File: src/rtl/kmm_cfg.svh
// Constants of the keypad memory monitor: key codes, display codes and timing.
// Behaviour
// Keep the last shown address in a private register normal operation never touches.
// After show-current-address, Enter shows the byte at the kept address.
// Before any address entry the kept address reads as zero.
// Modify key works only while a location's data is shown; otherwise no response.
// Modify key is refused while a diagnostic routine runs.
// Accepted modify key shows a two question mark byte prompt.
// Byte digits shift into the right two positions; left two stay blank.
// Enter during byte entry writes the shown byte to the current location.
// A write to a read-only address leaves it unchanged, nothing else happens.
// Live-watch key shows four question marks, then address entry as usual.
// Enter after live-watch address shows that byte and re-reads it continuously.
// The live-watch byte blinks about ten times per second.
// Clear or Reset key ends live-watch and returns to idle.
// Address entry prompts ????, digits shift in from the right, Enter shows byte.
// Each further Enter while a byte shows advances the address and shows it.
// Addresses are 16 bits as four hex digits; unused positions show blank.
`ifndef KMM_CFG_SVH
`define KMM_CFG_SVH

// Key codes on key_code: 5'h00 to 5'h0F are hex digits.
`define KMM_KEY_ENTER 5'h10
`define KMM_KEY_CLEAR 5'h11
`define KMM_KEY_RESET 5'h12
`define KMM_KEY_ADDR 5'h13
`define KMM_KEY_SHOW 5'h14
`define KMM_KEY_MODIFY 5'h15
`define KMM_KEY_PROBE 5'h16

// Display digit codes; 5'h00 to 5'h0F show a hex digit.
`define KMM_DSP_BLANK 5'h10
`define KMM_DSP_QUERY 5'h11
`define KMM_DSP_DASH 5'h12

// Reset value of the kept address.
`define KMM_ADDR_RESET 16'h0000

// Blink timing: half period of the live-watch flash at the 125 MHz clock.
`define KMM_CLK_KHZ 125000
`define KMM_BLINK_HALF_MS 50
`define KMM_BLINK_HALF_CYC (`KMM_BLINK_HALF_MS * `KMM_CLK_KHZ)

`endif

File: src/rtl/kmm_pkg.sv
// Types shared by the keypad memory monitor.
package kmm_pkg;
	typedef logic [4:0] kmm_code_t;
	typedef enum logic [3:0] {
		ST_IDLE, ST_ADDR_PROMPT, ST_ADDR_ENTRY, ST_SHOW_ADDR, ST_READ, ST_WAIT, ST_DATA,
		ST_BYTE_PROMPT, ST_BYTE_ENTRY, ST_PROBE_PROMPT, ST_PROBE_ENTRY, ST_PROBE
	} kmm_state_e;
endpackage

File: src/rtl/kmm_hex_shift.sv
// Hex digit entry register: each digit shifts in from the right.
`timescale 1ns/10ps
`default_nettype none
module kmm_hex_shift (
	input wire logic ref_clk,
	input wire logic sys_rst,
	input wire logic clk_en,
	input wire logic clear,
	input wire logic shift,
	input wire logic [3:0] digit,
	output logic [15:0] value_q
);
	logic [15:0] value_d;

	// Clear has priority so a prompt always starts from zero.
	assign value_d = clear ? 16'h0000 : (shift ? {value_q[11:0], digit} : value_q);

	// Entry register, frozen while the clock enable is low.
	always_ff @(posedge ref_clk or posedge sys_rst)
	begin
		if (sys_rst)
			value_q <= 16'h0000;
		else if (clk_en)
			value_q <= value_d;
	end
endmodule
`default_nettype wire

File: src/rtl/kmm_blink.sv
// Blink timer for the live-watch display.
`timescale 1ns/10ps
`default_nettype none
`include "kmm_cfg.svh"
module kmm_blink #(
	parameter int unsigned HALF_CYC = `KMM_BLINK_HALF_CYC
) (
	input wire logic ref_clk,
	input wire logic sys_rst,
	input wire logic clk_en,
	input wire logic run,
	output logic show_q
);
	logic [22:0] cnt_q;
	logic wrap;

	assign wrap = (cnt_q == 23'(HALF_CYC - 1));

	// The byte starts visible each time watching starts, so the first value is seen at once.
	always_ff @(posedge ref_clk or posedge sys_rst)
	begin
		if (sys_rst)
		begin
			cnt_q <= 23'h000000;
			show_q <= 1'b1;
		end
		else if (clk_en)
		begin
			if (!run)
			begin
				cnt_q <= 23'h000000;
				show_q <= 1'b1;
			end
			else if (wrap)
			begin
				cnt_q <= 23'h000000;
				show_q <= !show_q;
			end
			else
				cnt_q <= cnt_q + 23'h000001;
		end
	end
endmodule
`default_nettype wire

File: src/rtl/kmm_monitor.sv
// Keypad memory monitor: address entry, recall, byte modify and live watch.
`timescale 1ns/10ps
`default_nettype none
`include "kmm_cfg.svh"
module kmm_monitor #(
	parameter int unsigned BLINK_HALF_CYC = `KMM_BLINK_HALF_CYC
) (
	input wire logic ref_clk,
	input wire logic sys_rst,
	input wire logic clk_en,
	input wire logic key_valid,
	input wire logic [4:0] key_code,
	input wire logic diag_active,
	output logic [15:0] mem_addr,
	output logic mem_rd_en,
	input wire logic [7:0] mem_rdata,
	output logic mem_wr_en,
	output logic [7:0] mem_wdata,
	input wire logic mem_ro,
	output logic [19:0] disp_q
);
	kmm_pkg::kmm_state_e state_q;
	kmm_pkg::kmm_state_e state_d;
	logic [15:0] cur_addr_q;
	logic [15:0] cur_addr_d;
	logic [7:0] data_q;
	logic rd_pend_q;
	logic [15:0] entry_q;
	logic entry_clear;
	logic entry_shift;
	logic blink_show;
	logic [19:0] disp_d;
	logic [19:0] ent_codes;
	logic [19:0] adr_codes;
	logic [9:0] dat_codes;
	logic [9:0] left_blank;

	// Decoded key strobes; every key takes effect only in an enabled cycle.
	wire key_hit = clk_en && key_valid;
	wire is_digit = key_hit && !key_code[4];
	wire is_enter = key_hit && key_code == `KMM_KEY_ENTER;
	wire is_clear = key_hit && key_code == `KMM_KEY_CLEAR;
	wire is_reset = key_hit && key_code == `KMM_KEY_RESET;
	wire is_addr = key_hit && key_code == `KMM_KEY_ADDR;
	wire is_show = key_hit && key_code == `KMM_KEY_SHOW;
	wire is_modify = key_hit && key_code == `KMM_KEY_MODIFY;
	wire is_probe = key_hit && key_code == `KMM_KEY_PROBE;

	// Function keys start a new sequence only from a resting display.
	wire fn_ok = state_q == kmm_pkg::ST_IDLE || state_q == kmm_pkg::ST_DATA
		|| state_q == kmm_pkg::ST_SHOW_ADDR;
	wire in_entry = state_q == kmm_pkg::ST_ADDR_ENTRY || state_q == kmm_pkg::ST_PROBE_ENTRY;
	wire in_byte = state_q == kmm_pkg::ST_BYTE_ENTRY;
	wire modify_ok = state_q == kmm_pkg::ST_DATA && !diag_active;
	wire write_hit = in_byte && is_enter;

	// Entry register control: cleared on reaching any prompt, shifted by digits.
	assign entry_clear = clk_en && (state_d == kmm_pkg::ST_ADDR_PROMPT
		|| state_d == kmm_pkg::ST_PROBE_PROMPT || state_d == kmm_pkg::ST_BYTE_PROMPT);
	assign entry_shift = is_digit && (state_d == kmm_pkg::ST_ADDR_ENTRY
		|| state_d == kmm_pkg::ST_PROBE_ENTRY || state_d == kmm_pkg::ST_BYTE_ENTRY);

	kmm_hex_shift u_entry (
		.ref_clk(ref_clk),
		.sys_rst(sys_rst),
		.clk_en(clk_en),
		.clear(entry_clear),
		.shift(entry_shift),
		.digit(key_code[3:0]),
		.value_q(entry_q)
	);

	kmm_blink #(
		.HALF_CYC(BLINK_HALF_CYC)
	) u_blink (
		.ref_clk(ref_clk),
		.sys_rst(sys_rst),
		.clk_en(clk_en),
		.run(state_q == kmm_pkg::ST_PROBE),
		.show_q(blink_show)
	);

	// Memory port: reads are one cycle latency; the address is the kept address.
	assign mem_addr = cur_addr_q;
	assign mem_rd_en = clk_en && (state_q == kmm_pkg::ST_READ
		|| state_q == kmm_pkg::ST_PROBE);
	// A read-only target simply sees no write strobe, so nothing else changes.
	assign mem_wr_en = write_hit && !mem_ro;
	assign mem_wdata = entry_q[7:0];

	// Hex display codes of the three values that may be shown.
	genvar gi;
	generate
		for (gi = 0; gi < 4; gi++)
		begin : g_dig
			assign ent_codes[gi*5 +: 5] = {1'b0, entry_q[gi*4 +: 4]};
			assign adr_codes[gi*5 +: 5] = {1'b0, cur_addr_q[gi*4 +: 4]};
		end
	endgenerate
	assign dat_codes = {1'b0, data_q[7:4], 1'b0, data_q[3:0]};
	assign left_blank = {`KMM_DSP_BLANK, `KMM_DSP_BLANK};

	// Next state and next kept address.
	always_comb
	begin
		state_d = state_q;
		cur_addr_d = cur_addr_q;
		if (is_reset)
			state_d = kmm_pkg::ST_IDLE;
		else
		begin
			unique case (state_q)
				kmm_pkg::ST_IDLE, kmm_pkg::ST_SHOW_ADDR, kmm_pkg::ST_DATA:
				begin
					if (is_addr)
						state_d = kmm_pkg::ST_ADDR_PROMPT;
					else if (is_show)
						state_d = kmm_pkg::ST_SHOW_ADDR;
					else if (is_probe)
						state_d = kmm_pkg::ST_PROBE_PROMPT;
					else if (is_clear)
						state_d = kmm_pkg::ST_IDLE;
					else if (is_modify && modify_ok)
						state_d = kmm_pkg::ST_BYTE_PROMPT;
					else if (is_enter && state_q == kmm_pkg::ST_SHOW_ADDR)
						state_d = kmm_pkg::ST_READ;
					else if (is_enter && state_q == kmm_pkg::ST_DATA)
					begin
						cur_addr_d = cur_addr_q + 16'h0001;
						state_d = kmm_pkg::ST_READ;
					end
				end
				kmm_pkg::ST_ADDR_PROMPT, kmm_pkg::ST_PROBE_PROMPT:
				begin
					if (is_clear)
						state_d = kmm_pkg::ST_IDLE;
					else if (is_digit)
						state_d = state_q == kmm_pkg::ST_ADDR_PROMPT ? kmm_pkg::ST_ADDR_ENTRY
							: kmm_pkg::ST_PROBE_ENTRY;
					else if (is_enter)
						state_d = state_q == kmm_pkg::ST_ADDR_PROMPT ? kmm_pkg::ST_READ
							: kmm_pkg::ST_PROBE;
				end
				kmm_pkg::ST_ADDR_ENTRY, kmm_pkg::ST_PROBE_ENTRY:
				begin
					if (is_clear)
						state_d = state_q == kmm_pkg::ST_ADDR_ENTRY ? kmm_pkg::ST_ADDR_PROMPT
							: kmm_pkg::ST_PROBE_PROMPT;
					else if (is_enter)
					begin
						cur_addr_d = entry_q;
						state_d = state_q == kmm_pkg::ST_ADDR_ENTRY ? kmm_pkg::ST_READ
							: kmm_pkg::ST_PROBE;
					end
				end
				kmm_pkg::ST_READ:
					state_d = kmm_pkg::ST_WAIT;
				kmm_pkg::ST_WAIT:
					state_d = kmm_pkg::ST_DATA;
				kmm_pkg::ST_BYTE_PROMPT:
				begin
					if (is_clear)
						state_d = kmm_pkg::ST_IDLE;
					else if (is_digit)
						state_d = kmm_pkg::ST_BYTE_ENTRY;
				end
				kmm_pkg::ST_BYTE_ENTRY:
				begin
					if (is_clear)
						state_d = kmm_pkg::ST_BYTE_PROMPT;
					else if (is_enter)
						state_d = kmm_pkg::ST_READ; // Re-read shows what really stuck.
				end
				kmm_pkg::ST_PROBE:
				begin
					if (is_clear)
						state_d = kmm_pkg::ST_IDLE;
				end
				default:
					state_d = kmm_pkg::ST_IDLE;
			endcase
		end
	end

	// Display contents; positions not in use are blank.
	always_comb
	begin
		unique case (state_q)
			kmm_pkg::ST_ADDR_PROMPT, kmm_pkg::ST_PROBE_PROMPT:
				disp_d = {4{`KMM_DSP_QUERY}};
			kmm_pkg::ST_ADDR_ENTRY, kmm_pkg::ST_PROBE_ENTRY:
				disp_d = ent_codes;
			kmm_pkg::ST_SHOW_ADDR:
				disp_d = adr_codes;
			kmm_pkg::ST_READ, kmm_pkg::ST_WAIT:
				disp_d = disp_q;
			kmm_pkg::ST_DATA:
				disp_d = {left_blank, dat_codes};
			kmm_pkg::ST_BYTE_PROMPT:
				disp_d = {left_blank, `KMM_DSP_QUERY, `KMM_DSP_QUERY};
			kmm_pkg::ST_BYTE_ENTRY:
				disp_d = {left_blank, ent_codes[9:0]};
			kmm_pkg::ST_PROBE:
				disp_d = {left_blank, blink_show ? dat_codes : left_blank};
			default:
				disp_d = {4{`KMM_DSP_DASH}};
		endcase
	end

	// Control state; the kept address is touched only by this monitor's own keys.
	always_ff @(posedge ref_clk or posedge sys_rst)
	begin
		if (sys_rst)
		begin
			state_q <= kmm_pkg::ST_IDLE;
			cur_addr_q <= `KMM_ADDR_RESET;
		end
		else if (clk_en)
		begin
			state_q <= state_d;
			cur_addr_q <= cur_addr_d;
		end
	end

	// Read data capture; in live watch a fresh byte lands every cycle.
	always_ff @(posedge ref_clk or posedge sys_rst)
	begin
		if (sys_rst)
		begin
			rd_pend_q <= 1'b0;
			data_q <= 8'h00;
		end
		else if (clk_en)
		begin
			rd_pend_q <= mem_rd_en;
			if (rd_pend_q)
				data_q <= mem_rdata;
		end
	end

	// Registered display, idle dashes after reset.
	always_ff @(posedge ref_clk or posedge sys_rst)
	begin
		if (sys_rst)
			disp_q <= {4{`KMM_DSP_DASH}};
		else if (clk_en)
			disp_q <= disp_d;
	end
endmodule
`default_nettype wire

File: config.mk
export PLATFORM = sky130hd
export DESIGN_NAME = kmm_monitor
export DESIGN_NICKNAME = d
export VERILOG_FILES = /design/src/rtl/kmm_pkg.sv /design/src/rtl/kmm_hex_shift.sv /design/src/rtl/kmm_blink.sv /design/src/rtl/kmm_monitor.sv
export VERILOG_INCLUDE_DIRS = /design/src /design/src/rtl
export SDC_FILE = /design/constraint.sdc
export NUM_CORES = 1
export LEC_CHECK = 0
export BUFFER_PORTS_ARGS = -buffer_cell sky130_fd_sc_hd__buf_2
export CORE_ASPECT_RATIO = 1.75
export CORE_UTILIZATION = 50
export DETAILED_ROUTE_END_ITERATION = 8
export PLACE_DENSITY = 0.71
export SLEW_MARGIN = 15
export SYNTH_ARGS = -nofsm -noshare
export SYNTH_HDL_FRONTEND = slang
export SYNTH_SLANG_ARGS = --single-unit
File: constraint.sdc
create_clock -name ref_clk -period 6.2 [get_ports ref_clk]
set_input_delay 1.86 -clock ref_clk [delete_from_list [all_inputs] [get_ports ref_clk]]
set_output_delay 1.86 -clock ref_clk [all_outputs]
set_load 0.005 [all_outputs]
# Yosys cells after proc, flatten, opt, wreduce, memory -nomap -nowiden
# Cells that the tools add are included.
[op_classes] n_addsub=2 reduce_logical=39 bitwise_logic=2 n_eq_ne=35 mux=41
[op_table] cell="$mux W16" count=11
[op_table] cell="$pmux W20 S8" count=1
[op_table] cell="$mux W4" count=22
[op_table] cell="$mux W23" count=2
[op_table] cell="$eq A5 B5 Y1 const B" count=7
[op_table] cell="$pmux W16 S2" count=1
[op_table] cell="$pmux W4 S8" count=1
[op_table] cell="$eq A4 B4 Y1 const B" count=7
[op_table] cell="$add A23 B1 Y23 const B" count=1
[op_table] cell="$eq A23 B23 Y1 const B" count=1
[op_table] cell="$eq A4 B3 Y1 const B" count=5
[op_table] cell="$ne A2 B2 Y1 const B" count=10
[op_table] cell="$logic_and A1 B1 Y1" count=18
[op_table] cell="$add A16 B1 Y16 const B" count=1
[op_table] cell="$eq A4 B2 Y1 const B" count=3
[op_table] cell="$reduce_and A12 Y1" count=1
[op_table] cell="$mux W10" count=1
[op_table] cell="$eq A4 B1 Y1 const B" count=2
[op_table] cell="$reduce_and A2 Y1" count=4
[op_table] cell="$reduce_or A2 Y1" count=3
[op_table] cell="$logic_or A1 B1 Y1" count=5
[op_table] cell="$logic_not A1 Y1" count=4
[op_table] cell="$logic_not A4 Y1" count=1
[op_table] cell="$reduce_bool A2 Y1" count=2
[op_table] cell="other kinds (3)" count=5
[word_totals] register_bits=89 word_cells=127 in_bits=19 out_inout_bits=46

# Depth between registers and ports, before layout
# Gate-level depths: netlist (run 1).
[logic_depth] word_depth=18 mapped_depth=10 ltp_nobuf=8

# Cells and area by module
# Synthesis (run 1) repeated with hierarchy kept, for this count alone.
[unflattened] cells_unflattened=580 hier_area_um2=5212.5
[modules_own_cells] mod="kmm_monitor" cells_each=375 instances=1 area_per_inst_um2=3175.5 seq_area_each_um2=1183.6
[modules_own_cells] mod="kmm_blink" cells_each=143 instances=1 area_per_inst_um2=1323.8 seq_area_each_um2=601.8
[modules_own_cells] mod="kmm_hex_shift" cells_each=62 instances=1 area_per_inst_um2=713.2 seq_area_each_um2=400.4

# Least setup slack after synthesis (run 1)
# No wires, ideal clock.
[synth_path] kind="in2out" start="input clk_en" end="output mem_wr_en" n_path_buf=1 stages=4 setup_slack_ns=1.661 t_required_ns=4.340 arrival_ns=2.679 cell_sequence="buf_6 and4b_4 and3_1 nor3b_1"
[synth_via] elab_chain_cells=4
[synth_lines] element="start: declaration" line_no="kmm_monitor.sv:10" rtl="input wire logic clk_en,"
[synth_lines] element="$logic_and A1 B1 Y1" line_no="kmm_monitor.sv:39" rtl="wire key_hit = clk_en && key_valid;"
[synth_lines] element="$logic_and A1 B1 Y1 (no source line)"
[synth_lines] element="$logic_and A1 B1 Y1" line_no="kmm_monitor.sv:55" rtl="wire write_hit = in_byte && is_enter;"
[synth_lines] element="$logic_and A1 B1 Y1" line_no="kmm_monitor.sv:88" rtl="assign mem_wr_en = write_hit && !mem_ro;"
[synth_lines] element="end: declaration" line_no="kmm_monitor.sv:17" rtl="output logic mem_wr_en,"
# Every way passes these cells.

# Worst setup path in the final report (run 1)
[layout_path] start="input key_code[3]" end="output mem_wr_en"
[layout_via] elab_chain_cells=4
[layout_lines] element="start: declaration" line_no="kmm_monitor.sv:12" rtl="input wire logic [4:0] key_code,"
[layout_lines] element="$eq A5 B5 Y1 (no source line)"
[layout_lines] element="$logic_and A1 B1 Y1 (no source line)"
[layout_lines] element="$logic_and A1 B1 Y1" line_no="kmm_monitor.sv:55"
[layout_lines] element="$logic_and A1 B1 Y1" line_no="kmm_monitor.sv:88"
# Every way passes these cells.

==> metrics.txt, run 1 <==
Root Driver=clkbuf_16; RSZ-0062 raised after global routing=false; number of synthesized flops with an enable pin=0; placed instance area=5160 um^2; Setup TNS=0 ns; Post-DRT Antenna Nets=0; Crit Reg-Reg Endpoint=u_entry.value_q[11]; fraction of layout cells with a size suffix above 1=between 10% and 20%; crit path DAT=~3.0 ns; GP Congestion=approximately 0.96; syn nets=between 500 and 600; clk buf depth=2; CP cell instances=buf_2, and4b_4, and3_1, nor3b_1, buf_2; synth warn=0; post-CTS setup buffer count=0; GRT met1 Usage=a little under a third; met3 GRT Util=between 4 and 5%; first-pass GRT wire length=around 22000 um; Die Span X=~77 um; Avg WL per Cell=about 19 um; LEAKAGE=roughly 2.4 nW; DRC viols=0; peak supply drop=roughly 190 uV; Detailed Route WL=about 14000 um; cell mode on critical path=buf_2; Starting Density=51.6%; cts repair resizes=0; post-layout util=slightly below 60%; pwr/cell area=387 nW/um^2; vias in the first global route=between 4000 and 5000; met2 Use GR=49.2%; clk sinks=87; Max stage delay on crit path=about 0.35 ns; Ports=65; async set or reset register ratio after synthesis=between 90% and 100%; Setup crit start=key_code[3]; Hold Path Origin=disp_q[13]; GRT Util Overall=between 20% and 30%; Post-Syn Area per Cell=8.78 um^2; Final Cell Area=roughly 5500 um^2; Core Area=about 9500 um^2; Max Fclk=204 MHz; CTS tree=done; reg2reg setup slack=about 2.6 ns; CP max FO=6; Hold Vio Cnt, Final=0; Final min period=around 4.9 ns; # fillers=862; reg-to-reg startpoint=state_q[2]; Setup violations, final=0; largest net degree at the start of global routing=60; Slew HR=about a third; GR Overflow Total=0; busiest grt layer=met2; Layout area overhead=12.3%; vias per cell=6.18; Pre-antenna DRT Iters=5; Num CTS Buffers=9; Layout Skew=between 0.008 and 0.009 ns; placed instance count=approximately 700; slowest cell on the critical path=and4b_4; Layout Cells excl Fill=between 700 and 800; crit path to=mem_wr_en; hold_buf cts=0; Diodes inserted=0; post-synthesis cell count=between 500 and 600; Netlist cell types=66; #FFs+latches synth=87; status=complete, no violations; most common cell after layout, fill and taps aside=dfrtp_1; I/O Buffers=64; Clock Pin Slew Worst Setup and Hold Paths=approximately 0.060 ns; most frequent cells in the layout=dfrtp_1, buf_2, nor2_1; crit path kind=in2out; sequential area share after synthesis=around 45%; max-slew violation count=0; row cnt=47; Final #Nets=roughly 610; R2R depth=7; Chip Height=around 130 um; worst slew pin tran=roughly 1 ns; Die ar.=about 10000 um^2; max-cap viol count=0; Startpoint Class=input port; vias=between 4000 and 5000; Clock Latency Late Sink=roughly 0.35 ns; CP endpoint kind=output port; DPL Wire Length=between 9000 and 10000 um; min-delay worst type=reg2reg; DR iter-0 viols=approximately 410; Post-synth top flop=dfrtp_1; Critical Path RT=between 4 and 5 ns; htree depth=3; Post-Synthesis Cell Area=between 4000 and 5000 um^2; initial antenna violation count=0; Tcrit/Tclk final=79.0%
final cells by class:
class	count	area (um^2)	area share, %
Clock inverter	5	83.8	1.53
Clock buffer	11	233	4.25
Sequential cell	87	2190	39.9
Inverter	13	50.0	0.913
Multi-Input combinational cell	413	2420	44.2
Tap cell	122	153	2.79
Timing Repair Buffer	68	350	6.39
kinds of logic after synthesis:
| kind of cell | count (synthesis) | synth area share (%) |
|---|---|---|
| AOI/OAI and AO/OA | 164 | 20.3 |
| DFF | 87 | 44.8 |
| xor gates and xnor gates | 22 | 3.95 |
| and+or+nand+nor | 214 | 22.3 |
| muxes | 11 | 2.49 |
| adders and majority gates | 2 | 0.513 |
| buffers and inverters | 56 | 5.67 |
critical path, delay by kind of cell:
family / cells / cell delay (ns)
buffers and inverters: 2 / 0.27
AND/OR/NAND/NOR: 3 / 0.90
sequential cells by signal, summed over array words and instances (netlist names):
signal           cells
u_blink.cnt_q       23
disp_q              18
mem_addr            16
u_entry.value_q     16
data_q               8
state_q              4
rd_pend_q            1
u_blink.show_q       1
routing by layer:
layer | share of wire, % | wire (um)
met1 | 37 | 5050
met3 | 4.8 | 657
met4 | 5.8 | 804
met5 | 0 | 0
met2 | 53 | 7310
through the flow:
stage / hold slack, ns / power, W / setup WS, ns
after floorplan: 0.461 / 0.00131 / 1.66
after global placement: 0.460 / 0.00152 / 1.35
after detailed placement: 0.465 / 0.00153 / 1.34
after CTS: 0.479 / 0.00212 / 1.33
after global routing: 0.504 / 0.00223 / 1.24
final: 0.472 / 0.00212 / 1.30
power by group:
group / switching (W) / internal (W) / leakage [nW]
Clock: 0.000231 / 0.000355 / 0.146
Combinational: 0.000444 / 0.000246 / 1.07
Sequential: 0.000162 / 0.000684 / 1.16
Yosys cell counts (3+ instances only):
cell type	instances	area share (%)
nor3b_1	4	0.62
and3_1	8	1.0
nand3b_1	3	0.46
buf_2	11	1.1
clkbuf_1	17	1.3
xor2_1	14	2.5
xnor2_1	8	1.4
nand4_1	10	1.3
o41ai_1	3	0.54
nor2b_1	5	0.64
buf_1	3	0.23
dfrtp_1	80	41
mux2_2	9	2.1
a222oi_1	4	0.82
nor3_1	10	1.0
nor2_1	61	4.7
inv_1	11	0.85
a221oi_1	6	1.1
nand3_1	40	4.1
a22oi_1	4	0.62
a211oi_1	3	0.46
a31oi_1	4	0.51
a21oi_1	60	6.2
dfstp_2	7	3.8
o22ai_1	13	1.7
buf_4	10	1.5
o21ai_0	35	3.6
nand2_1	50	3.8
nor4b_1	3	0.54
o21ai_1	10	1.0
worst min path at each step:
stage / end / slack (ns) / cells after the start
3_3_place_gp: disp_q[13] / 0.46 / 2
3_5_place_dp: disp_q[13] / 0.47 / 2
6_report: disp_q[13] / 0.47 / 2
4_1_cts: disp_q[13] / 0.48 / 2
5_1_grt: disp_q[6] / 0.50 / 2
2_1_floorplan: disp_q[1] / 0.46 / 2
Power figures use the tool's default switching activity.
==> run 2, diff against run 1 <==
==> constraint.sdc (replaced) <==
create_clock -name ref_clk -period 5 [get_ports ref_clk]
set_input_delay 1.5 -clock ref_clk [delete_from_list [all_inputs] [get_ports ref_clk]]
set_output_delay 1.5 -clock ref_clk [all_outputs]
set_load 0.005 [all_outputs]
==> run 2 against run 1 <==
Against the previous run:
- clock skew shrank 0.00078 ns
- via count is 1.1% higher
- wire length is 0.46% higher
- power is 21% higher
- final area shrank 0.18%
- non-clock buffer count rose by 3
- cell count increased by 0.42%
==> metrics.txt, run 2 (synthesized netlist as in run 1, its figures left out) <==
Critical Path RT=~3.5 ns; vias=4491; vias in the first global route=roughly 4400; max-cap viol count=0; Tcrit/Tclk final=between 80 and 90%; CP endpoint kind=output port; Final min period=roughly 4 ns; Largest regs=u_blink.cnt_q (23), disp_q (18); worst slew pin tran=between 0.8 and 0.9 ns; Clock Pin Slew Worst Setup and Hold Paths=~0.06 ns; # fillers=approximately 880; first-pass GRT wire length=approximately 22000 um; LEAKAGE=roughly 2.4 nW; Final #Nets=between 600 and 700; peak supply drop=around 220 uV; Die Span X=between 70 and 80 um; Die ar.=10200 um^2; vias per cell=roughly 6.2; Detailed Route WL=between 10000 and 15000 um; max reg flops=23; pwr/cell area=468 nW/um^2; Hold Vio Cnt, Final=0; GRT Util Overall=between 20% and 30%; Num CTS Buffers=9; CP max FO=6; fraction of layout cells with a size suffix above 1=between 10% and 20%; cts repair resizes=0; Root Driver=clkbuf_16; Core Area=between 9000 and 10000 um^2; Startpoint Class=input port; row cnt=47; DR iter-0 viols=between 300 and 400; Pre-antenna DRT Iters=6; min-delay worst type=reg2reg; RSZ-0062 raised after global routing=false; clk sinks=87; I/O Buffers=between 60 and 70; most common cell after layout, fill and taps aside=dfrtp_1; DPL Wire Length=9960 um; Max Fclk=approximately 240 MHz; crit path kind=in2out; Chip Height=~130 um; most frequent cells in the layout=dfrtp_1, buf_2, nor2_1; post-layout util=between 50% and 60%; Layout Skew=about 0.0078 ns; register name with the most flops=u_blink.cnt_q; Avg WL per Cell=slightly below 20 um; Layout area overhead=12.0%; clk buf depth=2; Slew HR=between 40 and 50%; crit path DAT=roughly 2.6 ns; Diodes inserted=0; Ports=65; Post-DRT Antenna Nets=0; DRC viols=0; hold_buf cts=0; max-slew violation count=0; status=complete, no violations; Setup violations, final=0; Clock Latency Late Sink=~0.35 ns; Setup TNS=0 ns; post-CTS setup buffer count=0; Starting Density=51.6%; GP Congestion=approximately 0.97; htree depth=3; GR Overflow Total=0; initial antenna violation count=0; CTS tree=done; largest net degree at the start of global routing=33
-- run 2: metal layers --
layer / share of wire [%] / global-route usage [%] / vias up
li1: - / - / 2089
met1: 35 / 29.2 / 2164
met2: 53 / 50.3 / 181
met3: 4.2 / 3.52 / 57
met4: 7.8 / 23.7 / 0
met5: 0 / 0 / -
-- run 2: where the power goes --
group	internal (W)	leakage, nW	switching [W]	total [W]
clock network	0.000354	0.132	0.000292	0.000646
registers	0.000848	1.16	0.000195	0.00104
logic	0.000314	1.08	0.000557	0.000870
-- run 2: worst paths after layout --
path / depth (start not counted) / start / to / slack, ns
setup / recovery: 5 / key_code[3] / mem_wr_en / 0.89
hold / removal: 2 / disp_q[13] / disp_q[13] / 0.47
setup reg to reg: 7 / state_q[2] / u_entry.value_q[12] / 1.76
hold reg to reg: 2 / disp_q[13] / disp_q[13] / 0.47
max in group asynchronous: 3 / sys_rst / disp_q[11] / 3.03
min in group asynchronous: 2 / sys_rst / disp_q[5] / 1.16
-- run 2: area by class of cell --
cell class              count  area (um^2)  area share (%)
multi-input cells         413         2420            44.3
clock inverters             5         41.3           0.755
repair buffers             71          373            6.82
well taps                 122          153            2.79
inverters                  13         50.0           0.915
flip-flops and latches     87         2190            40.0
clock buffers              11          243            4.44
-- run 2: critical path, cell delays in order --
cell     delay [ns]
buf_2          0.12
and4b_4        0.35
and3_1         0.28
nor3b_1        0.21
buf_2          0.15
-- run 2: through the flow --
stage               cell area [um^2]  instances  worst slack, ns  hold slack (ns)  power [W]
floorplan                       4880        556             1.18            0.461    0.00163
global placement                5180        706            0.848            0.459    0.00189
detailed placement              5180        706            0.906            0.466    0.00191
CTS                             5470        722            0.895            0.480    0.00256
global route                    5470        722            0.780            0.508    0.00270
finish                          5470        722            0.886            0.472    0.00256
==> run 3, diff against run 2 <==
==> constraint.sdc (replaced) <==
create_clock -name ref_clk -period 4.1 [get_ports ref_clk]
set_input_delay 1.23 -clock ref_clk [delete_from_list [all_inputs] [get_ports ref_clk]]
set_output_delay 1.23 -clock ref_clk [all_outputs]
set_load 0.005 [all_outputs]
==> run 3 against run 2 <==
Against the previous run:
- clock-buffer cell count stayed put
- register-to-register slack worse by 0.66 ns
- die area stayed put
- global-route usage is 0.55 points higher
- sequential power is 20% higher
==> metrics.txt, run 3 (synthesized netlist as in run 1, its figures left out) <==
crit path kind=in2out; CP endpoint kind=output port; RSZ-0062 raised after global routing=false; Starting Density=51.6%; end of the worst hold path=disp_q[12]; worst slack, placed=0.400 ns; Internal=0.00187 W; Layout Skew=about 0.0095 ns; crit path DAT=approximately 2.4 ns; Multi-input gate area=~2400 um^2; max-cap viol count=0; GRT Util Overall=28.9%; Hold Vio Cnt, Final=0; R2R depth=7; GP Congestion=0.994; clk sinks=87; post-CTS setup buffer count=0; NetSw=around 0.0013 W; Final #Nets=between 600 and 700; Root Driver=clkbuf_16; Sequential Area=2190 um^2; min-delay worst type=reg2reg; Clk pwr share=between 20% and 30%; peak supply drop=just under 300 uV; reg2reg setup slack=roughly 1.1 ns; worst slew pin tran=just under 0.8 ns; Hold Path Origin=disp_q[12]; GR Overflow Total=0; Core Area=9470 um^2; most common cell after layout, fill and taps aside=dfrtp_1; met3 WL post-DR=481 um; Chip Height=133 um; register name with the most flops=u_blink.cnt_q; reg-to-reg startpoint=state_q[1]; max-slew violation count=0; fraction of layout cells with a size suffix above 1=approximately 20%; Num CTS Buffers=9; uppermost routed layer=met4; # fillers=roughly 860; DR iter-0 viols=roughly 370; Die ar.=~10000 um^2; Clock Pin Slew Worst Setup and Hold Paths=approximately 0.070 ns; worst setup margin=~0.5 ns; CTS tree=done; Tcrit/Tclk final=slightly below 90%; vias=~4500; Post-DRT Antenna Nets=0; row cnt=47; most frequent cells in the layout=dfrtp_1, buf_2, nor2_1; htree depth=3; switching share of total power=approximately two fifths; hold_buf cts=0; Crit Reg-Reg Endpoint=u_entry.value_q[10]; largest net degree at the start of global routing=35; met2 WL=7820 um; Max Fclk=roughly 280 MHz; share of total power in sequential cells=just under 40%; initial antenna violation count=0; Critical Path RT=~2.9 ns; Slew HR=a little under half; LEAKAGE=between 2 and 2.5 nW; combinational share of power=35.5%; Setup TNS=0 ns; clk buf depth=2; max reg flops=23; vias per cell=approximately 6.2; Avg WL per Cell=a little under 20 um; Pre-antenna DRT Iters=5; Final min period=approximately 3.6 ns; Layout area overhead=13.0%; Overall Power=between 0.003 and 0.004 W; vias in the first global route=approximately 4400; Die Span X=76.7 um; met1 wire length=roughly 5100 um; pwr/cell area=approximately 570 nW/um^2; I/O Buffers=64; cts repair resizes=0; Largest regs=u_blink.cnt_q (23), disp_q (18); DPL Wire Length=slightly above 10000 um; Diodes inserted=0; hold depth=2; Clock Latency Late Sink=approximately 0.34 ns; Ports=65; Startpoint Class=input port; DRC viols=0; Detailed Route WL=roughly 14000 um; status=complete, no violations; first-pass GRT wire length=between 20000 and 25000 um; CP max FO=6; Setup violations, final=0
[run 3: changes by cell type in the layout (fill, tap and decap cells not counted)]
cell	delta
buf_4	+6
and2_0	+1
and2_1	-1
[run 3: area by class of cell]
class | instances | area share, %
clock buffers | 11 | 4.40
clock inverters | 5 | 0.749
inverters | 13 | 0.908
well taps | 122 | 2.77
repair buffers | 77 | 7.58
multi-input cells | 413 | 44.0
flip-flops and latches | 87 | 39.6
[run 3: how the worst max path moves through the flow]
stage                start             endpoint  slack [ns]  cells past startpoint
2_1_floorplan      sys_rst            data_q[0]        0.63                      1
3_3_place_gp   key_code[4]  u_entry.value_q[14]        0.46                      8
3_5_place_dp   key_code[4]  u_entry.value_q[13]        0.40                      8
4_1_cts        key_code[3]            mem_wr_en        0.50                      5
5_1_grt        key_code[3]            mem_wr_en        0.40                      5
6_report       key_code[3]            mem_wr_en        0.51                      5
[run 3: per-stage QoR]
| step | hold WS (ns) | cell area [um^2] | utilization (%) | std cells |
|---|---|---|---|---|
| detailed placement | 0.471 | 5230 | 55.2 | 712 |
| finish | 0.482 | 5510 | 58.2 | 728 |
| CTS | 0.485 | 5510 | 58.2 | 728 |
| global placement | 0.460 | 5230 | 55.2 | 712 |
| global route | 0.509 | 5510 | 58.2 | 728 |
| floorplan | 0.461 | 4880 | - | 556 |
[run 3: worst max-delay path, cell delays in order]
cell and delay (ns):
buf_2 0.12, and4b_4 0.35, and3_1 0.29, nor3b_1 0.22
buf_2 0.15
[run 3: routing by layer]
| metal | track usage [%] | up-vias |
|---|---|---|
| li1 | - | 2107 |
| met1 | 30.3 | 2193 |
| met2 | 53.2 | 158 |
| met3 | 4.41 | 39 |
| met4 | 17.5 | 0 |
| met5 | 0 | - |
[run 3: power groups by stage]
stage          combinational [W]  sequential [W]  clock (W)
2_1_floorplan           0.000833         0.00115          0
3_3_place_gp             0.00108         0.00126          0
3_5_place_dp             0.00111         0.00126          0
4_1_cts                  0.00111         0.00125   0.000793
5_1_grt                  0.00123         0.00127   0.000830
6_report                 0.00112         0.00125   0.000779
